**config.mk**
```make
export PLATFORM = sky130hd
export DESIGN_NAME = cmd_menu_ctrl
export DESIGN_NICKNAME = d
export VERILOG_FILES = /design/src/hdl/cmd_pkg.sv /design/src/hdl/cmd_key.sv /design/src/hdl/cmd_menu_ctrl.sv /design/src/hdl/cmd_temp.sv
export SDC_FILE = /design/constraint.sdc
export NUM_CORES = 1
export LEC_CHECK = 0
export BUFFER_PORTS_ARGS = -buffer_cell sky130_fd_sc_hd__buf_2
export CAP_MARGIN = 15
export CORE_UTILIZATION = 60
export DETAILED_ROUTE_END_ITERATION = 7
export PLACE_DENSITY = 0.83
export SKIP_LAST_GASP = 1
export SLEW_MARGIN = 25
export SYNTH_ARGS = -nofsm -noshare
export SYNTH_HDL_FRONTEND = slang
export SYNTH_SLANG_ARGS = --single-unit
```
**constraint.sdc**
```tcl
create_clock -name i_clk -period 19.9 [get_ports i_clk]
set_input_delay 0.995 -clock i_clk [delete_from_list [all_inputs] [get_ports i_clk]]
set_output_delay 0.995 -clock i_clk [all_outputs]
set_load 0.02 [all_outputs]
```
**src/hdl/cmd_pkg.sv**
```systemverilog
package cmd_pkg;
	// timing, all derived from the 25 MHz system clock
	localparam int CLK_HZ = 25_000_000;
	localparam int CYC_PER_MS = CLK_HZ / 1000;
	localparam int DEBOUNCE_MS = 20;
	localparam int LONG_PRESS_MS = 1000;
	localparam int CAL_IDLE_MS = 2000;
	localparam int ALT_MS = 4000;
	localparam int DEBOUNCE_CYC = DEBOUNCE_MS * CYC_PER_MS;
	localparam int LONG_PRESS_CYC = LONG_PRESS_MS * CYC_PER_MS;
	localparam int CAL_IDLE_CYC = CAL_IDLE_MS * CYC_PER_MS;
	localparam int ALT_CYC = ALT_MS * CYC_PER_MS;

	// key positions
	localparam int KEY_FWD = 0;
	localparam int KEY_BACK = 1;
	localparam int KEY_PLUS = 2;
	localparam int KEY_MINUS = 3;
	localparam int NUM_KEYS = 4;

	// brightness level 25 is 100 %
	localparam logic [4:0] BRIGHT_FULL = 5'h19;

	// temperature in tenths of a degree (1 mV of sensor = 0.1 C)
	localparam int TEMP_W = 13;
	localparam logic signed [12:0] CAL_MAX = 13'sh03E7;
	localparam logic signed [12:0] CAL_MIN = 13'sh1C19;
	localparam logic signed [12:0] CAL_STEP = 13'sh0001;
	localparam logic signed [12:0] ROUND_HALF = 13'sh0005;
	localparam logic signed [12:0] TENTHS = 13'sh000A;

	// display symbols
	localparam logic [4:0] SYM_BLANK = 5'h10;
	localparam logic [4:0] SYM_DASH = 5'h11;
	localparam logic [4:0] SYM_DEG = 5'h12;
	localparam logic [4:0] SYM_N = 5'h13;
	localparam logic [4:0] SYM_O = 5'h14;
	localparam logic [4:0] SYM_S = 5'h15;
	localparam logic [4:0] SYM_E = 5'h16;
	localparam logic [4:0] SYM_R = 5'h17;
	localparam logic [4:0] SYM_C = 5'h18;
	localparam logic [4:0] SYM_D = 5'h19;
	localparam logic [4:0] SYM_T = 5'h1A;

	// register map
	localparam logic [3:0] REG_CFG = 4'h0;
	localparam logic [3:0] REG_STATUS = 4'h4;
	localparam logic [3:0] REG_TEMP = 4'h8;
	localparam int CFG_RXLED_BIT = 0;
	localparam int CFG_RXBR_LSB = 8;
	localparam logic CFG_RXLED_RST = 1'b1;
	localparam logic [4:0] CFG_RXBR_RST = 5'h0A;

	// last (exit) item of each submenu
	localparam logic [3:0] EXIT_ALARM = 4'h6;
	localparam logic [3:0] EXIT_BRIGHT = 4'hA;
	localparam logic [3:0] EXIT_RADIO = 4'h8;
	localparam logic [3:0] EXIT_CLOCK = 4'h8;

	typedef enum logic [3:0] {
		MI_NORMAL, MI_DISP, MI_TEMP, MI_ALARM, MI_BRIGHT,
		MI_RADIO, MI_CLOCK, MI_INFO, MI_CHIP, MI_FW
	} cmd_menu_t;

	typedef enum logic [1:0] {
		DM_OFF, DM_TIME, DM_DATE, DM_TIME_DATE
	} cmd_dmode_t;

	typedef enum logic [1:0] {SY_NOSIG, SY_SEARCH, SY_READ} cmd_sync_t;

	typedef enum logic [1:0] {CAL_IDLE, CAL_REF, CAL_OFS} cmd_cal_t;

	typedef struct packed {
		logic press;
		logic short_rel;
		logic long_hold;
	} cmd_keyev_t;

	typedef struct packed {
		logic [3:0][4:0] sym;
		logic [3:0] dp;
	} cmd_disp_t;

	function automatic logic [3:0] sub_exit(cmd_menu_t m);
		case (m)
			MI_ALARM: sub_exit = EXIT_ALARM;
			MI_BRIGHT: sub_exit = EXIT_BRIGHT;
			MI_RADIO: sub_exit = EXIT_RADIO;
			MI_CLOCK: sub_exit = EXIT_CLOCK;
			default: sub_exit = 4'h0;
		endcase
	endfunction : sub_exit
endpackage : cmd_pkg

```
**src/hdl/cmd_key.sv**
```systemverilog
`timescale 1ns/1ps
module cmd_key #(
	parameter int DEB_CYC = cmd_pkg::DEBOUNCE_CYC,
	parameter int LONG_CYC = cmd_pkg::LONG_PRESS_CYC
) (
	// clock and reset
	input wire logic i_clk,
	input wire logic i_rst,
	// raw key pin, low while pressed
	input wire logic i_key_n,
	// key events
	output cmd_pkg::cmd_keyev_t o_ev
);
	logic sync1_reg, sync2_reg, stable_reg, long_done_reg;
	logic [31:0] deb_reg, hold_reg;

	always_ff @(posedge i_clk) begin
		if (i_rst) begin
			sync1_reg <= 1'b0;
			sync2_reg <= 1'b0;
		end else begin
			sync1_reg <= ~i_key_n;
			sync2_reg <= sync1_reg;
		end
	end

	// level must hold for the whole window before it counts
	always_ff @(posedge i_clk) begin
		if (i_rst) begin
			deb_reg <= 32'h0;
			stable_reg <= 1'b0;
		end else if (sync2_reg == stable_reg) begin
			deb_reg <= 32'h0;
		end else if (deb_reg == 32'(DEB_CYC - 1)) begin
			deb_reg <= 32'h0;
			stable_reg <= sync2_reg;
		end else begin
			deb_reg <= deb_reg + 32'h1;
		end
	end

	// short press reported on release, long press while held
	always_ff @(posedge i_clk) begin
		if (i_rst) begin
			hold_reg <= 32'h0;
			long_done_reg <= 1'b0;
			o_ev <= '0;
		end else begin
			o_ev.press <= (deb_reg == 32'(DEB_CYC - 1)) & sync2_reg;
			o_ev.short_rel <= (deb_reg == 32'(DEB_CYC - 1)) & ~sync2_reg
				& ~long_done_reg;
			o_ev.long_hold <= stable_reg & ~long_done_reg
				& (hold_reg == 32'(LONG_CYC - 1));
			if (!stable_reg) begin
				hold_reg <= 32'h0;
				long_done_reg <= 1'b0;
			end else if (hold_reg == 32'(LONG_CYC - 1)) begin
				long_done_reg <= 1'b1;
			end else begin
				hold_reg <= hold_reg + 32'h1;
			end
		end
	end
endmodule : cmd_key

```
**src/hdl/cmd_menu_ctrl.sv**
```systemverilog
`timescale 1ns/1ps
module cmd_menu_ctrl #(
	parameter int DEB_CYC = cmd_pkg::DEBOUNCE_CYC,
	parameter int LONG_CYC = cmd_pkg::LONG_PRESS_CYC,
	parameter int IDLE_CYC = cmd_pkg::CAL_IDLE_CYC,
	parameter int ALT_CYC = cmd_pkg::ALT_CYC
) (
	// clock and reset
	input wire logic i_clk,
	input wire logic i_rst,
	// key pins, low while pressed: fwd, back, plus, minus
	input wire logic [3:0] i_key_n,
	// temperature sensor reading
	input wire logic [9:0] i_temp_mv,
	input wire logic i_temp_present,
	// radio receiver and decoder
	input wire logic i_radio_pin,
	input wire logic i_syncing,
	input wire logic i_synced,
	input wire cmd_pkg::cmd_sync_t i_sync_stage,
	input wire logic [15:0] i_time_bcd,
	input wire logic [15:0] i_date_bcd,
	input wire logic [4:0] i_norm_bright,
	// register port
	input wire logic [3:0] i_addr,
	input wire logic [31:0] i_wdata,
	input wire logic i_wr,
	input wire logic i_rd,
	output logic [31:0] o_rdata,
	// display and indicators
	output cmd_pkg::cmd_disp_t o_disp,
	output logic [4:0] o_bright,
	output logic o_auto_bright_en,
	output logic o_alarm_tmp,
	output logic o_rx_led
);
	cmd_pkg::cmd_keyev_t [3:0] ev;
	cmd_pkg::cmd_menu_t item_reg;
	cmd_pkg::cmd_dmode_t dmode_reg;
	cmd_pkg::cmd_cal_t cal_reg;
	cmd_pkg::cmd_disp_t disp_next;
	logic in_sub_reg, temp_en_reg, flash_reg, rx_led_en_reg;
	logic radio1_reg, radio2_reg;
	logic [3:0] sub_reg;
	logic [4:0] rx_bright_reg;
	logic [1:0] phase_reg;
	logic [31:0] alt_reg, idle_reg;
	logic signed [12:0] ofs_reg, edit_reg, tenths;
	logic signed [7:0] deg;
	logic fwd, back, plus, minus, plus_s, minus_s, plus_l, minus_l;
	logic has_sub, on_exit, temp_on, menu_keys_ok;

	////////////////////////////////////////////////////////////////
	genvar k;
	generate
		for (k = 0; k < cmd_pkg::NUM_KEYS; k++) begin : g_key
			cmd_key #(
				.DEB_CYC(DEB_CYC),
				.LONG_CYC(LONG_CYC)
			) u_key (
				.i_clk(i_clk),
				.i_rst(i_rst),
				.i_key_n(i_key_n[k]),
				.o_ev(ev[k])
			);
		end
	endgenerate

	cmd_temp u_temp (
		.i_clk(i_clk),
		.i_rst(i_rst),
		.i_mv(i_temp_mv),
		.i_ofs(ofs_reg),
		.o_tenths(tenths),
		.o_deg(deg)
	);

	assign fwd = ev[cmd_pkg::KEY_FWD].press;
	assign back = ev[cmd_pkg::KEY_BACK].press;
	assign plus = ev[cmd_pkg::KEY_PLUS].press;
	assign minus = ev[cmd_pkg::KEY_MINUS].press;
	assign plus_s = ev[cmd_pkg::KEY_PLUS].short_rel;
	assign minus_s = ev[cmd_pkg::KEY_MINUS].short_rel;
	assign plus_l = ev[cmd_pkg::KEY_PLUS].long_hold;
	assign minus_l = ev[cmd_pkg::KEY_MINUS].long_hold;
	assign has_sub = (cmd_pkg::sub_exit(item_reg) != 4'h0);
	assign on_exit = in_sub_reg & (sub_reg == cmd_pkg::sub_exit(item_reg));
	assign temp_on = temp_en_reg & i_temp_present;
	// menu keys wait while a calibration edit is open
	assign menu_keys_ok = (cal_reg == cmd_pkg::CAL_IDLE);

	////////////////////////////////////////////////////////////////
	// menu position
	always_ff @(posedge i_clk) begin
		if (i_rst) begin
			item_reg <= cmd_pkg::MI_NORMAL;
			sub_reg <= 4'h0;
			in_sub_reg <= 1'b0;
		end else if (menu_keys_ok) begin
			if (fwd && in_sub_reg) begin
				sub_reg <= on_exit ? 4'h0 : sub_reg + 4'h1;
			end else if (fwd) begin
				item_reg <= (item_reg == cmd_pkg::MI_FW) ?
					cmd_pkg::MI_NORMAL :
					cmd_pkg::cmd_menu_t'(item_reg + 4'h1);
			end else if (back && in_sub_reg) begin
				sub_reg <= (sub_reg == 4'h0) ?
					cmd_pkg::sub_exit(item_reg) : sub_reg - 4'h1;
			end else if (back) begin
				item_reg <= (item_reg == cmd_pkg::MI_NORMAL) ?
					cmd_pkg::MI_FW :
					cmd_pkg::cmd_menu_t'(item_reg - 4'h1);
			end else if (plus && on_exit) begin
				in_sub_reg <= 1'b0;
			end else if (plus && has_sub && !in_sub_reg) begin
				in_sub_reg <= 1'b1;
				sub_reg <= 4'h0;
			end
		end
	end

	////////////////////////////////////////////////////////////////
	// settings; they live here and survive menu exit
	always_ff @(posedge i_clk) begin
		if (i_rst) begin
			dmode_reg <= cmd_pkg::DM_TIME;
			temp_en_reg <= 1'b0;
		end else if (menu_keys_ok && item_reg == cmd_pkg::MI_DISP) begin
			if (plus) begin
				dmode_reg <= cmd_pkg::cmd_dmode_t'(dmode_reg + 2'h1);
			end else if (minus) begin
				dmode_reg <= cmd_pkg::cmd_dmode_t'(dmode_reg - 2'h1);
			end
		end else if (menu_keys_ok && item_reg == cmd_pkg::MI_TEMP) begin
			if (plus_s) begin
				temp_en_reg <= 1'b1;
			end else if (minus_s) begin
				temp_en_reg <= 1'b0;
			end
		end
	end

	// normal-mode plus and minus
	always_ff @(posedge i_clk) begin
		if (i_rst) begin
			o_alarm_tmp <= 1'b0;
			flash_reg <= 1'b0;
		end else if (item_reg == cmd_pkg::MI_NORMAL) begin
			if (plus) begin
				o_alarm_tmp <= ~o_alarm_tmp;
			end
			if (minus) begin
				flash_reg <= ~flash_reg;
			end
		end
	end

	////////////////////////////////////////////////////////////////
	// calibration: edit in tenths, applied after the keys go idle
	always_ff @(posedge i_clk) begin
		if (i_rst) begin
			cal_reg <= cmd_pkg::CAL_IDLE;
			ofs_reg <= 13'sh0000;
			edit_reg <= 13'sh0000;
			idle_reg <= 32'h0;
		end else begin
			case (cal_reg)
				cmd_pkg::CAL_IDLE: begin
					idle_reg <= 32'h0;
					if (item_reg == cmd_pkg::MI_TEMP && plus_l) begin
						cal_reg <= cmd_pkg::CAL_REF;
						edit_reg <= (tenths > cmd_pkg::CAL_MAX) ?
							cmd_pkg::CAL_MAX : tenths;
					end else if (item_reg == cmd_pkg::MI_TEMP && minus_l) begin
						cal_reg <= cmd_pkg::CAL_OFS;
						edit_reg <= ofs_reg;
					end
				end
				cmd_pkg::CAL_REF, cmd_pkg::CAL_OFS: begin
					if (plus || minus) begin
						idle_reg <= 32'h0;
					end else begin
						idle_reg <= idle_reg + 32'h1;
					end
					if (plus && edit_reg < cmd_pkg::CAL_MAX) begin
						edit_reg <= edit_reg + cmd_pkg::CAL_STEP;
					end else if (minus && edit_reg > cmd_pkg::CAL_MIN) begin
						edit_reg <= edit_reg - cmd_pkg::CAL_STEP;
					end
					if (idle_reg == 32'(IDLE_CYC - 1)) begin
						cal_reg <= cmd_pkg::CAL_IDLE;
						// reference mode: offset = wanted minus raw
						ofs_reg <= (cal_reg == cmd_pkg::CAL_REF) ?
							edit_reg - $signed({3'b000, i_temp_mv}) :
							edit_reg;
					end
				end
				default: cal_reg <= cmd_pkg::CAL_IDLE;
			endcase
		end
	end

	////////////////////////////////////////////////////////////////
	// alternation timer; phase count depends on mode and temperature
	always_ff @(posedge i_clk) begin
		if (i_rst) begin
			alt_reg <= 32'h0;
			phase_reg <= 2'h0;
		end else if (alt_reg == 32'(ALT_CYC - 1)) begin
			alt_reg <= 32'h0;
			if (phase_reg >= {1'b0, dmode_reg == cmd_pkg::DM_TIME_DATE}
				+ {1'b0, temp_on}) begin
				phase_reg <= 2'h0;
			end else begin
				phase_reg <= phase_reg + 2'h1;
			end
		end else begin
			alt_reg <= alt_reg + 32'h1;
		end
	end

	////////////////////////////////////////////////////////////////
	function automatic logic [4:0] dig(input logic [3:0] v);
		dig = {1'b0, v};
	endfunction : dig

	function automatic cmd_pkg::cmd_disp_t show_bcd(input logic [15:0] b);
		show_bcd.sym = {dig(b[15:12]), dig(b[11:8]), dig(b[7:4]),
			dig(b[3:0])};
		show_bcd.dp = 4'h4;
	endfunction : show_bcd

	function automatic cmd_pkg::cmd_disp_t show_deg(input logic signed [7:0] d);
		logic [7:0] m;
		m = (d < 0) ? 8'(-d) : 8'(d);
		show_deg.sym = {(d < 0) ? cmd_pkg::SYM_DASH : cmd_pkg::SYM_BLANK,
			dig(4'(m / 8'h0A)), dig(4'(m % 8'h0A)), cmd_pkg::SYM_DEG};
		show_deg.dp = 4'h0;
	endfunction : show_deg

	// tenths shown with one decimal: s d d . d
	function automatic cmd_pkg::cmd_disp_t show_tenths(
		input logic signed [12:0] t);
		logic [12:0] m;
		m = (t < 0) ? 13'(-t) : 13'(t);
		show_tenths.sym = {(t < 0) ? cmd_pkg::SYM_DASH : cmd_pkg::SYM_BLANK,
			dig(4'(m / 13'h0064)), dig(4'((m / 13'h000A) % 13'h000A)),
			dig(4'(m % 13'h000A))};
		show_tenths.dp = 4'h2;
	endfunction : show_tenths

	// display content, one register stage to the pins
	always_comb begin
		disp_next.sym = {4{cmd_pkg::SYM_DASH}};
		disp_next.dp = 4'h0;
		if (cal_reg != cmd_pkg::CAL_IDLE) begin
			disp_next = show_tenths(edit_reg);
		end else if (item_reg != cmd_pkg::MI_NORMAL) begin
			disp_next.sym[3] = cmd_pkg::SYM_DASH;
			disp_next.sym[2] = dig(item_reg);
			disp_next.sym[1] = in_sub_reg ? dig(sub_reg) : cmd_pkg::SYM_BLANK;
			disp_next.sym[0] = on_exit ? cmd_pkg::SYM_E : cmd_pkg::SYM_BLANK;
			if (item_reg == cmd_pkg::MI_DISP) begin
				disp_next.sym[0] = dig({2'b00, dmode_reg});
			end else if (item_reg == cmd_pkg::MI_TEMP) begin
				disp_next.sym[0] = dig({3'b000, temp_en_reg});
			end
		end else if (i_syncing && rx_bright_reg == 5'h00) begin
			disp_next.sym = {4{cmd_pkg::SYM_BLANK}};
			disp_next.dp = 4'h1;
		end else if (i_syncing) begin
			case (i_sync_stage)
				cmd_pkg::SY_NOSIG: disp_next.sym = {cmd_pkg::SYM_N,
					cmd_pkg::SYM_O, cmd_pkg::SYM_S, cmd_pkg::SYM_BLANK};
				cmd_pkg::SY_SEARCH: disp_next.sym = {cmd_pkg::SYM_S,
					cmd_pkg::SYM_E, cmd_pkg::SYM_R, cmd_pkg::SYM_C};
				cmd_pkg::SY_READ: disp_next.sym = {cmd_pkg::SYM_R,
					cmd_pkg::SYM_D, dig(4'h6), dig(4'h0)};
				default: disp_next.sym = {4{cmd_pkg::SYM_DASH}};
			endcase
		end else if (dmode_reg == cmd_pkg::DM_OFF) begin
			if (temp_on) begin
				disp_next = show_deg(deg);
			end
		end else if (phase_reg == 2'h0) begin
			disp_next = show_bcd((dmode_reg == cmd_pkg::DM_DATE) ?
				i_date_bcd : i_time_bcd);
		end else if (phase_reg == 2'h1 &&
			dmode_reg == cmd_pkg::DM_TIME_DATE) begin
			disp_next = show_bcd(i_date_bcd);
		end else if (temp_on) begin
			disp_next = show_deg(deg);
		end
	end

	always_ff @(posedge i_clk) begin
		if (i_rst) begin
			o_disp <= '0;
			o_bright <= 5'h00;
			o_auto_bright_en <= 1'b1;
		end else begin
			o_disp <= disp_next;
			o_auto_bright_en <= ~flash_reg;
			if (flash_reg) begin
				o_bright <= cmd_pkg::BRIGHT_FULL;
			end else if (i_syncing) begin
				o_bright <= rx_bright_reg;
			end else begin
				o_bright <= i_norm_bright;
			end
		end
	end

	////////////////////////////////////////////////////////////////
	// receive indicator; pin is asynchronous
	always_ff @(posedge i_clk) begin
		if (i_rst) begin
			radio1_reg <= 1'b0;
			radio2_reg <= 1'b0;
			o_rx_led <= 1'b0;
		end else begin
			radio1_reg <= i_radio_pin;
			radio2_reg <= radio1_reg;
			o_rx_led <= rx_led_en_reg & ~i_synced & radio2_reg;
		end
	end

	////////////////////////////////////////////////////////////////
	// register port; read data valid only in the cycle after the strobe
	always_ff @(posedge i_clk) begin
		if (i_rst) begin
			rx_led_en_reg <= cmd_pkg::CFG_RXLED_RST;
			rx_bright_reg <= cmd_pkg::CFG_RXBR_RST;
		end else if (i_wr && i_addr == cmd_pkg::REG_CFG) begin
			rx_led_en_reg <= i_wdata[cmd_pkg::CFG_RXLED_BIT];
			rx_bright_reg <= i_wdata[cmd_pkg::CFG_RXBR_LSB +: 5];
		end
	end

	always_ff @(posedge i_clk) begin
		if (i_rst || !i_rd) begin
			o_rdata <= 32'h0;
		end else begin
			case (i_addr)
				cmd_pkg::REG_CFG: o_rdata <= {19'h0, rx_bright_reg,
					7'h0, rx_led_en_reg};
				cmd_pkg::REG_STATUS: o_rdata <= {16'h0, cal_reg,
					flash_reg, o_alarm_tmp, temp_en_reg, dmode_reg,
					in_sub_reg, sub_reg, item_reg};
				cmd_pkg::REG_TEMP: o_rdata <= {3'h0, ofs_reg, 8'h0, deg};
				default: o_rdata <= 32'h0;
			endcase
		end
	end
endmodule : cmd_menu_ctrl

```
**src/hdl/cmd_temp.sv**
```systemverilog
`timescale 1ns/1ps
module cmd_temp (
	// clock and reset
	input wire logic i_clk,
	input wire logic i_rst,
	// sensor reading in mV and calibration offset in tenths
	input wire logic [9:0] i_mv,
	input wire logic signed [12:0] i_ofs,
	// corrected temperature
	output logic signed [12:0] o_tenths,
	output logic signed [7:0] o_deg
);
	logic signed [12:0] sum;
	logic signed [12:0] mag;
	logic signed [12:0] deg;

	// 10 mV per degree makes one mV one tenth; offset only, no gain
	always_comb begin
		sum = $signed({3'b000, i_mv}) + i_ofs;
		mag = (sum < 0) ? -sum : sum;
		deg = (mag + cmd_pkg::ROUND_HALF) / cmd_pkg::TENTHS;
		if (sum < 0) begin
			deg = -deg;
		end
	end

	// signed, tenths kept, shown value rounded half away from zero
	always_ff @(posedge i_clk) begin
		if (i_rst) begin
			o_tenths <= 13'sh0000;
			o_deg <= 8'sh00;
		end else begin
			o_tenths <= sum;
			o_deg <= deg[7:0];
		end
	end
endmodule : cmd_temp

```
-- Word level (Yosys, flattened, before mapping)
Cells that the tools add are included.
- output and inout port bits: 64
- memories: 0
- bits in registers: 414
- word-level logic and storage cells: 296
- ROM bits: 0
- latch bits: 0
- input port bits: 97
- memory bits (writable): 0
- shift operators: 0
- equality and inequality tests: 36
- order comparisons: 7
- divide/modulo/power cells: 7
- mux-type cells: 59
- multiply operators: 0
- $add $sub $neg: 25
- bitwise logic cells: 38
- reductions and logical operators: 62
- operator list (operator ; number):
    $add A32 B1 Y32 const B ; 8
    $eq A32 B19 Y1 const B ; 4
    $mux W24 ; 5
    $mux W13 ; 8
    $pmux W29 S3 ; 1
    $eq A32 B25 Y1 const B ; 2
    $pmux W32 S2 ; 1
    $mux W20 ; 3
    $mux W4 ; 15
    $pmux W18 S3 ; 1
    $eq A32 B26 Y1 const B ; 1
    $eq A32 B27 Y1 const B ; 1
    $mux W32 ; 1
    $gt A13 B11 Y1 const B ; 2
    $lt A13 B1 Y1 const B ; 2
    $mod A13 B4 Y13 const B ; 2
    $neg A13 Y13 ; 2
    $pmux W13 S2 ; 1
    $mux W5 ; 5
    $not A1 Y1 ; 22
    $reduce_and A2 Y1 ; 9
    $and A1 B1 Y1 ; 16
    $eq A4 B3 Y1 const B ; 4
    $mux W16 ; 1
    other kinds (52) ; 117

-- Longest topological paths before layout
Gate-level depths: netlist of the first run.
- depth in word-level cells: 12
- gate-level depth with buffers: 34
- mapped depth without buffers: 32

-- By module
A second synthesis of the first run with hierarchy kept.
- cell total of the unflattened synthesis: 3760
- area, all modules: 29892.4 sq um
- by module, submodules not included (module ; area each (sq um) ; times used ; cells an instance ; sequential area each (sq um)):
    cmd_menu_ctrl ; 13322.8 ; 1 ; 1747 ; 3503.4
    cmd_key ; 3161.8 ; 4 ; 365 ; 1421.4
    cmd_temp ; 3922.5 ; 1 ; 553 ; 420.4

-- Worst setup path after synthesis of the first run
Ideal clock, no wire load.
- path kind: in2reg
- start: input port i_temp_mv[0]
- end: register u_temp.o_deg[6]
- cell stages on the path: 31
- slack: 11.709 ns
- data required time: 19.829 ns
- library setup time: 0.071 ns
- arrival time: 8.121 ns
- path buffers: 0
- cells stage by stage: ha_1 > fa_1 > a21oi_1 > o22a_1 > a211oi_4 > xnor2_2 > mux2_2 > ha_1 > inv_1 > and2_1 > mux2i_1 > o21ai_2 > a41o_1 > or3_1 > a41oi_2 > mux2i_1 > o311ai_1 > nand2_1 > mux2_2 > mux2i_1 > o21ai_1 > maj3_1 > mux2i_1 > a211oi_2 > ha_1 > nor2_1 > a21o_2 > ha_1 > and3_1 > a211o_1 > a21oi_1
- cells in the longest elaborated chain, start to end: 7
- elaborated cells on any way between the ends: 8
- classes of those cells: add/sub: 4; div: 1; order compare: 1; mux: 2
- ends and longest elaborated chain (item ; RTL line ; text):
    start: declaration ; cmd_menu_ctrl.sv:14 ; input wire logic [9:0] i_temp_mv,
    $add A11 B13 Y13 * ; cmd_temp.sv:19 ; sum = $signed({3'b000, i_mv}) + i_ofs;
    $neg A13 Y13 or $lt A13 B1 Y1 (tied branches) ; cmd_temp.sv:20, cmd_temp.sv:22 ;
    $mux W13 ; cmd_temp.sv:20 ; mag = (sum < 0) ? -sum : sum;
    $add A13 B4 Y13 ; cmd_temp.sv:21 ; deg = (mag + cmd_pkg::ROUND_HALF) / cmd_pkg::TENTHS;
    $div A13 B5 Y13 ; cmd_temp.sv:21 ;
    $neg A8 Y8 ; cmd_temp.sv:23 ; deg = -deg;
    $mux W8 * ; cmd_temp.sv:22 ; if (sum < 0) begin
    end signal: assignment ; cmd_temp.sv:34 ; o_deg <= deg[7:0];
    end: declaration ; cmd_temp.sv:11 ; output logic signed [7:0] o_deg
Every way passes the cells marked *; elsewhere a longest branch is shown, timed or not.
A chain may end at the register's enable or synchronous reset.

-- Worst setup path after layout of the first run
- start: input port i_temp_mv[0]
- end: register u_temp.o_deg[4]
The elaborated chain is that of the path after synthesis.

==> flow_results.org, run 1 <==
** Status
- Outcome :: finished, final reports clean

** Yosys
- Share of the synthesized netlist area taken by xor and xnor gates :: about an eighth
- Summing the sequential cell areas from Yosys gives 33.7% of the chip area.
- Dividing the synthesized area by the synthesized cell count gives 7.94 sq um.
- Mux cell area share after synthesis :: 1.91%
- Post-synth ARST share :: 0%
- The mapped netlist covers 24300 sq um.
- After Yosys synthesis, full adders, half adders and majority gates account for 4.20% of the synthesized area.
- Post-synth top area cell :: sky130_fd_sc_hd__dfxtp_1
- The cell count after synthesis came out at 3065.
- In the synthesized netlist, the cells that appear most often are sky130_fd_sc_hd__nor2_1 (486), sky130_fd_sc_hd__dfxtp_1 (410), sky130_fd_sc_hd__nand2_1 (259), sky130_fd_sc_hd__xor2_1 (185), sky130_fd_sc_hd__a21oi_1 (168).
- Post-synthesis compound-gate area fraction :: 16.8%
- The most common cell in the synthesized netlist is sky130_fd_sc_hd__nor2_1.
- In this run, synthesis produced a sequential element count of 410.
- Main combinational cell family by area after synthesis :: simple AND/OR/NAND/NOR gates
- Summing the areas of all and, or, nand and nor instances in the mapped netlist gives 27.9% of the synthesized area.
- Number of library cell types mapped by synthesis :: 111
- Cell types with the largest area share after synthesis :: sky130_fd_sc_hd__dfxtp_1 (34%), sky130_fd_sc_hd__nor2_1 (7.5%), sky130_fd_sc_hd__xor2_1 (6.7%)
- Most instantiated flip-flop cell in the synthesis netlist :: sky130_fd_sc_hd__dfxtp_1
- Of the post-synthesis cell area, the dominant cell type holds 33.7%.
- Number of enable flip-flop cells after synthesis :: 0
- During synthesis, Yosys emitted a total of 0 warnings.

** Placement
- Pre-CTS setup slack :: 9.84 ns
- Detailed placer's ending HPWL :: 43.5 mm
- The congestion estimate from routability-driven global placement came to roughly 0.95.
- Input and output buffers added on the ports amount to 130.

** Clocking
- Clock Tree Root :: sky130_fd_sc_hd__clkbuf_16
- After clock tree synthesis, the clock-pin slew on the worst setup and hold paths is 0.06 ns.
- CTS saw between 400 and 500 sinks.
- Clock tree buffer depth :: 3
- Buffers inserted to repair hold after CTS numbered 0.
- The H-tree generated during clock tree synthesis spans 2 levels.
- Total setup buffers inserted after CTS :: 0
- The clock reaches the later pin of the worst-skew pair after about 0.6 ns.
- Gates resized during post-CTS repair numbered 0.
- Counting the buffers created by CTS gives 44.
- TritonCTS clock tree :: done

** Timing
- After routing, the total negative slack on setup checks comes to 0 ns.
- Worst-Margin Slew :: 1.03 ns
- Period Utilization, post-route :: 48.4%
- The routed design could run at a clock period as short as roughly 9.6 ns.
- Number of setup violations in the final report :: 0
- Remaining max-slew budget at the tightest pin :: about a third
- Number of pins exceeding their max-slew limit in the final report :: 0
- Hold Violations, Final :: 0
- Clk_skew :: roughly 0.025 ns
- After layout, the worst setup slack is 10.28 ns.
- Post-Route Hold Slack :: roughly 0.42 ns
- RSZ-0062 raised after global routing :: false
- Max Freq :: 0.104 GHz

** Drt
- The first detailed-routing pass took 6 iterations.
- Once detail routing completed, the nets flagged for antenna violations numbered 0.
- Summed over all layers, the routed wires come to around 61 mm.
- Detailed-route DRC error count :: 0
- Vias/cell :: slightly above 6
- Detailed-route via count :: approximately 22000
- After detailed routing, the average wire length per cell comes to 16.5 microns.
- For this block, the initial DRC count from the detailed router was 1818.

** Setup path
- Highest net fanout along the worst path :: 14
- Cell with the biggest individual delay on the critical path :: sky130_fd_sc_hd__xnor2_2
- The worst setup path is captured at a flip-flop.
- STA classifies the critical path startpoint as an input pin.
- Data on the critical path is required at its endpoint by 20.43 ns.
- Type of the worst setup path :: input pin to flip-flop
- Critical Path AT :: around 10 ns
- The largest single stage delay on the critical path is approximately 0.7 ns.

** Global route
- Across every metal layer, demand over resource in global routing totals 28.7%.
- The first global-routing pass estimated 101 mm of wire.
- Via count of the first global-routing pass :: ~21000
- Total grt overflow :: 0
- Largest net degree at the start of global routing :: 69
- The initial antenna violation count came to 2.

** Finish
- The area growth from synthesis to layout is 9.88%.
- After the last flow step, the layout net total stands at approximately 3300.
- Flip-flop count of the largest register after layout :: 128
- Cells with a size suffix above 1 make up 8.86% of the layout.
- 0 antenna diodes ended up in the layout.

** Pwr
- Leakage power summed over all cells :: 9.88 nW
- Across the VDD grid, the largest voltage drop is 0.0000740 V.
- Areal power density over the cells :: approximately 69 nW/um^2

** Die
- Height of the die :: 203 microns
- After floorplanning, the core was sized to cover ~40000 sq um.
- Cell row count :: 73
- Die Outline Area :: 41400 sq um
- Initial core utilization :: a little over 60%
- In this run the horizontal extent of the chip is 203 microns.
- Number of top-level pins :: ~160

** Run
- Across the run, the number of max-cap violations was 0.

** Worst hold path
- Hold WC Path Type :: flip-flop to flip-flop
## cells by family (layout without fill, tap and decap cells)
kind of cell	count (synthesis)	in the layout
AND/OR/NAND/NOR	1395	1395
AO/OA/AOI/OAI	602	602
flip-flops	410	410
XOR/XNOR	329	329
buffers and inverters	203	296
adder cells (fa/ha/maj)	81	81
multiplexers	44	44
other	1	4
## stage by stage
stage | total power [mW] | util, % | cells | cell area (sq um)
after floorplan | 1.00 | - | 3068 | 24300
after global placement | 1.04 | 63.4 | 3608 | 25300
after detailed placement | 1.05 | 63.4 | 3608 | 25300
after CTS | 1.86 | 67.1 | 3686 | 26700
after global routing | 1.92 | 67.1 | 3686 | 26700
final | 1.85 | 67.1 | 3686 | 26700
## power by group
| part | switching [mW] | internal [mW] | leakage, nW | total [mW] |
|---|---|---|---|---|
| Combinational | 0.121 | 0.0744 | 5.85 | 0.196 |
| Clock | 0.341 | 0.480 | 0.706 | 0.821 |
| Sequential | 0.00799 | 0.830 | 3.32 | 0.838 |
## path summary, 6_finish.rpt
check | depth (start not counted) | startpoint | endpoint | slack [ns]
setup / recovery | 33 | i_temp_mv[0] | u_temp.o_deg[4]$_SDFF_PP0_ | 10.28
hold / removal | 1 | g_key[3].u_key.sync1_reg$_SDFF_PP0_ | g_key[3].u_key.sync2_reg$_SDFF_PP0_ | 0.42
setup reg to reg | 32 | ofs_reg[0]$_SDFFE_PP0P_ | u_temp.o_deg[4]$_SDFF_PP0_ | 10.53
hold reg to reg | 1 | g_key[3].u_key.sync1_reg$_SDFF_PP0_ | g_key[3].u_key.sync2_reg$_SDFF_PP0_ | 0.42
## area by class of cell
type / instances / area, sq um
clock buffer: 63 / 1250
clock inverter: 15 / 199
fill: 3231 / 13100
inverter: 77 / 289
multi-input combinational: 2455 / 15400
sequential: 410 / 8210
tap: 525 / 657
timing repair buffer: 141 / 736
## critical path: cells and delay by family
kind | cells | cell delay, ns
AOI/OAI and AO/OA | 14 | 3.23
xor gates and xnor gates | 1 | 0.70
adders and majority gates | 6 | 2.09
buffers and inverters | 3 | 0.51
muxes | 6 | 2.09
and+or+nand+nor | 3 | 0.51
## cells in the final DEF (no fill, tap or decap), drive strengths merged, types with 28 or more instances in the layout
cell,instances
nor2,488
dfxtp,410
nand2,259
xor2,186
a21oi,168
xnor2,141
buf,141
nand3,137
o21ai,135
nor3,80
inv,76
ha,72
nand4,65
clkbuf,63
and3,60
or3,56
and2,49
nor4,43
nand2b,38
nor2b,34
mux2i,34
a211oi,28
## metal layers
| layer | wire length (microns) | global-route usage (%) | vias to the layer above |
|---|---|---|---|
| li1 | - | - | 11000 |
| met1 | 26200 | 36.4 | 10700 |
| met2 | 29700 | 50.2 | 687 |
| met3 | 3230 | 4.11 | 126 |
| met4 | 1580 | 8.81 | 0 |
| met5 | 0 | 0 | - |
Note: power is estimated with default switching activity, not from simulation.
==> run 2, diff against run 1 <==
--- a/config.mk
+++ b/config.mk
@@ -5,11 +5,12 @@
 export SDC_FILE = /design/constraint.sdc
 export NUM_CORES = 1
 export LEC_CHECK = 0
+export ABC_AREA = 1
 export BUFFER_PORTS_ARGS = -buffer_cell sky130_fd_sc_hd__buf_2
 export CAP_MARGIN = 15
-export CORE_UTILIZATION = 60
+export CORE_UTILIZATION = 56
 export DETAILED_ROUTE_END_ITERATION = 7
-export PLACE_DENSITY = 0.83
+export PLACE_DENSITY = 0.82
 export SKIP_LAST_GASP = 1
 export SLEW_MARGIN = 25
 export SYNTH_ARGS = -nofsm -noshare
==> constraint.sdc (replaced) <==
create_clock -name i_clk -period 8.3 [get_ports i_clk]
set_input_delay 0.415 -clock i_clk [delete_from_list [all_inputs] [get_ports i_clk]]
set_output_delay 0.415 -clock i_clk [all_outputs]
set_load 0.02 [all_outputs]
==> flow_results.org, run 2 <==
** Yosys
- The mean post-synth cell area is 6.78 sq um (-15%).
- The instance count of the mapped netlist came to 3519 (+15%).
- The largest total area in the synthesized netlist belongs to sky130_fd_sc_hd__dfxtp_1.
- In the synthesized netlist the dominant register cell turns out to be sky130_fd_sc_hd__dfxtp_1.
- The flip-flop and latch count after synthesis was 410 (unchanged).
- The number of synthesized flops with an enable pin is 0 (unchanged).
- The number of library cell types mapped by synthesis was 76 (-32%).
- The share of the synthesized area in the top cell type was 34.4% (+0.65 points).
- Seq/Total Area, Yosys :: 34.4% (+0.65 points)
- The commonest cells after synthesis are sky130_fd_sc_hd__nand2_1 (640), sky130_fd_sc_hd__inv_1 (523), sky130_fd_sc_hd__nor2_1 (414), sky130_fd_sc_hd__dfxtp_1 (410), sky130_fd_sc_hd__a21oi_1 (257).
- The proportion of register bits with asynchronous set or reset after synthesis is 0% (unchanged).
- The netlist area before placement is 23900 sq um (-1.9%).
- Leading cell type by number of instances after synthesis :: sky130_fd_sc_hd__nand2_1
- In the post-synthesis netlist, the biggest area contributors are sky130_fd_sc_hd__dfxtp_1 (34%), sky130_fd_sc_hd__nand2_1 (10%), sky130_fd_sc_hd__inv_1 (8.2%).
- Total number of yosys warnings :: 0 (unchanged)

** Clocking
- Worst-Skew Late Latency :: 0.58 ns (about the same)
- The number of clock sinks seen by CTS came to 410 (unchanged).
- The CTS clock-pin slew for the worst setup and hold paths is 0.06 ns (about the same).
- Clock Tree Root :: sky130_fd_sc_hd__clkbuf_16
- TritonCTS clock tree :: done
- Max H-tree Level :: 2 (unchanged)
- The clock buffer count from CTS was 45 (+2.3%).
- Clock tree buffer depth :: 3 (unchanged)

** Setup path
- Cell with the biggest individual delay on the critical path :: sky130_fd_sc_hd__fa_2
- In this design, the critical path's most frequently occurring cell is sky130_fd_sc_hd__nand2_2.
- STA classifies the critical path endpoint as a flip-flop.
- Highest net fanout along the worst path :: 19 (+5)
- The endpoint required time on the critical path came to 8.77 ns (-11.66 ns).
- STA classifies the critical path startpoint as a flip-flop.
- Delay contributed by the slowest stage of the critical path :: 0.41 ns (-0.29 ns)
- The arrival time at the worst endpoint came to 7.96 ns (-2.19 ns).
- Type of the worst setup path :: flip-flop to flip-flop

** Drt
- Total iterations of the first detailed-routing run :: 6 (unchanged)
- Final WL :: 58.7 mm (-3.3%)
- Antenna-violating nets left :: 0 (unchanged)
- DR iter-0 viols :: 1895 (+4.2%)
- Detailed-route DRC error count :: 0 (unchanged)
- The detailed-route vias per instance was 5.44 (-11%).
- Detailed-route via count :: 23000 (+2.3%)
- The average wire per cell in the routed design was 13.9 microns (-16%).

** Finish
- Relative to the synthesized area, the layout overhead comes to 11.1%.
- Fraction of layout instances using a drive strength above 1 :: 10.3% (+1.4 points)
- Flip-flop count of the largest register after layout :: 128 (unchanged)
- Filler-free cell count of the finished design :: 4227 (+15%)
- Most common library cell in the layout ignoring fill and taps :: sky130_fd_sc_hd__nand2_1
- Final nets :: 3824 (+16%)
- Number of inserted filler cells in the final layout :: 3752 (+16%)
- Commonest cells after routing, fill and taps aside :: sky130_fd_sc_hd__nand2_1 (640), sky130_fd_sc_hd__inv_1 (521), sky130_fd_sc_hd__nor2_1 (414)
- The share of the core filled with cells in the final layout is 63.2% (-3.9 points).

** Timing
- Minimum setup slack in the final design :: 0.808 ns (-9.47 ns)
- After layout, the worst path uses 90.3% of the clock period.
- Min Clock Period, post-route :: 7.49 ns
- The accumulated negative setup slack was 0 ns (unchanged).
- Remaining max-slew budget at the tightest pin :: 32.2% (+0.77 points)
- The actual slew at the worst max-slew pin is 1.01 ns (-0.0117 ns).
- The final number of hold-violating endpoints is 0 (unchanged).
- Max Freq :: 0.133 GHz
- Setup repair after global routing left no endpoint under its margin.
- Number of setup violations in the final report :: 0 (unchanged)
- Clk_skew :: 0.0162 ns (-0.00894 ns)
- Number of pins exceeding their max-slew limit in the final report :: 0 (unchanged)

** Die
- The I/O pin count came to 161 (unchanged).
- Core box area :: 41900 sq um (+5.3%)
- The die width came to 208 microns (+2.5%).
- The die area was 43400 sq um (+5.1%).
- The placement row count was 75 (+2.7%).
- The initial cell density of the core was 56.9% (-4.2 points).
- The die extent in y is 208 microns (+2.5%).

** Global route
- Via count of the first global-routing pass :: 21000 (-1.5%)
- The remaining global-route overflow is 0 (unchanged).
- The largest net degree at the start of global routing is 45 (-35%).
- The total routing usage reported by global routing was 26.7% (-2.0 points).
- The global-route wire length before repair came to 97.4 mm (-3.3%).
- The initial antenna violation count is 1 (-1).

** Placement
- Detailed placer's ending HPWL :: 44.1 mm (+1.3%)
- RD Place Congestion :: 0.961 (+1.0%)
- The count of port buffers added during placement came to 130 (unchanged).
- DP Cell Count :: 4139 (+15%)
- Pre-CTS setup slack :: 0.417 ns (-9.42 ns)

** Pwr
- The leakage power came to 10.9 nW (+9.9%).
- The power per cell area is 286 nW/um^2 (+310%).
- Worst vdd rail ir drop :: 0.000438 V (+490%)
- Power Total :: 7.58 mW (+310%)

** Run
- Maximum capacitance violations :: 0 (unchanged)

** Worst hold path
- Hold WC Path Type :: input pin to flip-flop

** Status
- Outcome :: finished, final reports clean
run 2: area by class of cell:
cell class                 count  area, sq um  area share [%]
antenna                        2         5.00          0.0189
clock buffer                  71         1360            5.12
clock inverter                10          146           0.552
inverter                     563         2110            7.97
multi-input combinational   2486        13200            49.9
sequential                   410         8210            31.0
tap                          539          674            2.54
timing repair buffer         146          783            2.95
run 2: per-layer routing:
metal / up-vias / global-route usage [%] / wire length, microns
met4: 0 / 9.66 / 1810
met2: 659 / 45.5 / 27000
met1: 10400 / 34.1 / 26100
li1: 11800 / - / -
met5: - / 0 / 0
met3: 134 / 4.08 / 3810
run 2: what timing repair did:
| item | CTS | global route |
|---|---|---|
| hold endpoints to repair | 5 | 0 |
| hold buffers | 5 | 0 |
| endpoints found under the setup margin | 0 | 3 |
| buffers inserted | 0 | 0 |
| gates resized for setup | 0 | 3 |
run 2: cell families after synthesis:
family / share of synthesized area, %
AOI/OAI and AO/OA: 14.8
xor gates and xnor gates: 3.76
and+or+nand+nor: 32.7
adders and majority gates: 4.03
muxes: 0.0419
buffers and inverters: 10.3
other: 0.0157
DFF: 34.4
run 2: worst paths after layout:
check / endpoint / slack [ns] / cells after the start / start
worst min register to register: g_key[1].u_key.sync2_reg$_SDFF_PP0_ / 0.40 / 2 / g_key[1].u_key.sync1_reg$_SDFF_PP0_
worst max register to register: u_temp.o_deg[4]$_SDFF_PP0_ / 0.81 / 61 / ofs_reg[0]$_SDFFE_PP0P_
worst min-delay path: rx_led_en_reg$_SDFFE_PP1P_ / 0.05 / 3 / i_wdata[0]
worst max-delay path: u_temp.o_deg[4]$_SDFF_PP0_ / 0.81 / 61 / ofs_reg[0]$_SDFFE_PP0P_
run 2: stage by stage:
stage / cell area, sq um / hold slack, ns
6_report: 26500 / 0.0479
5_1_grt: 26500 / 0.0545
4_1_cts: 26500 / 0.0257
3_5_place_dp: 24900 / 0.400
3_3_place_gp: 24900 / 0.396
2_1_floorplan: 23900 / 0.388
run 2: where the power goes:
| part | internal [mW] | switching [mW] |
|---|---|---|
| registers | 2.01 | 0.0414 |
| logic | 1.22 | 2.28 |
| clock network | 1.22 | 0.808 |
run 2: critical path, delay by kind of cell, from the launching register on:
family | cells | cell delay (ns)
fa+ha+maj | 4 | 1.20
flops | 1 | 0.33
compound gates | 3 | 0.58
buf+inv | 4 | 0.51
simple gates | 50 | 4.72
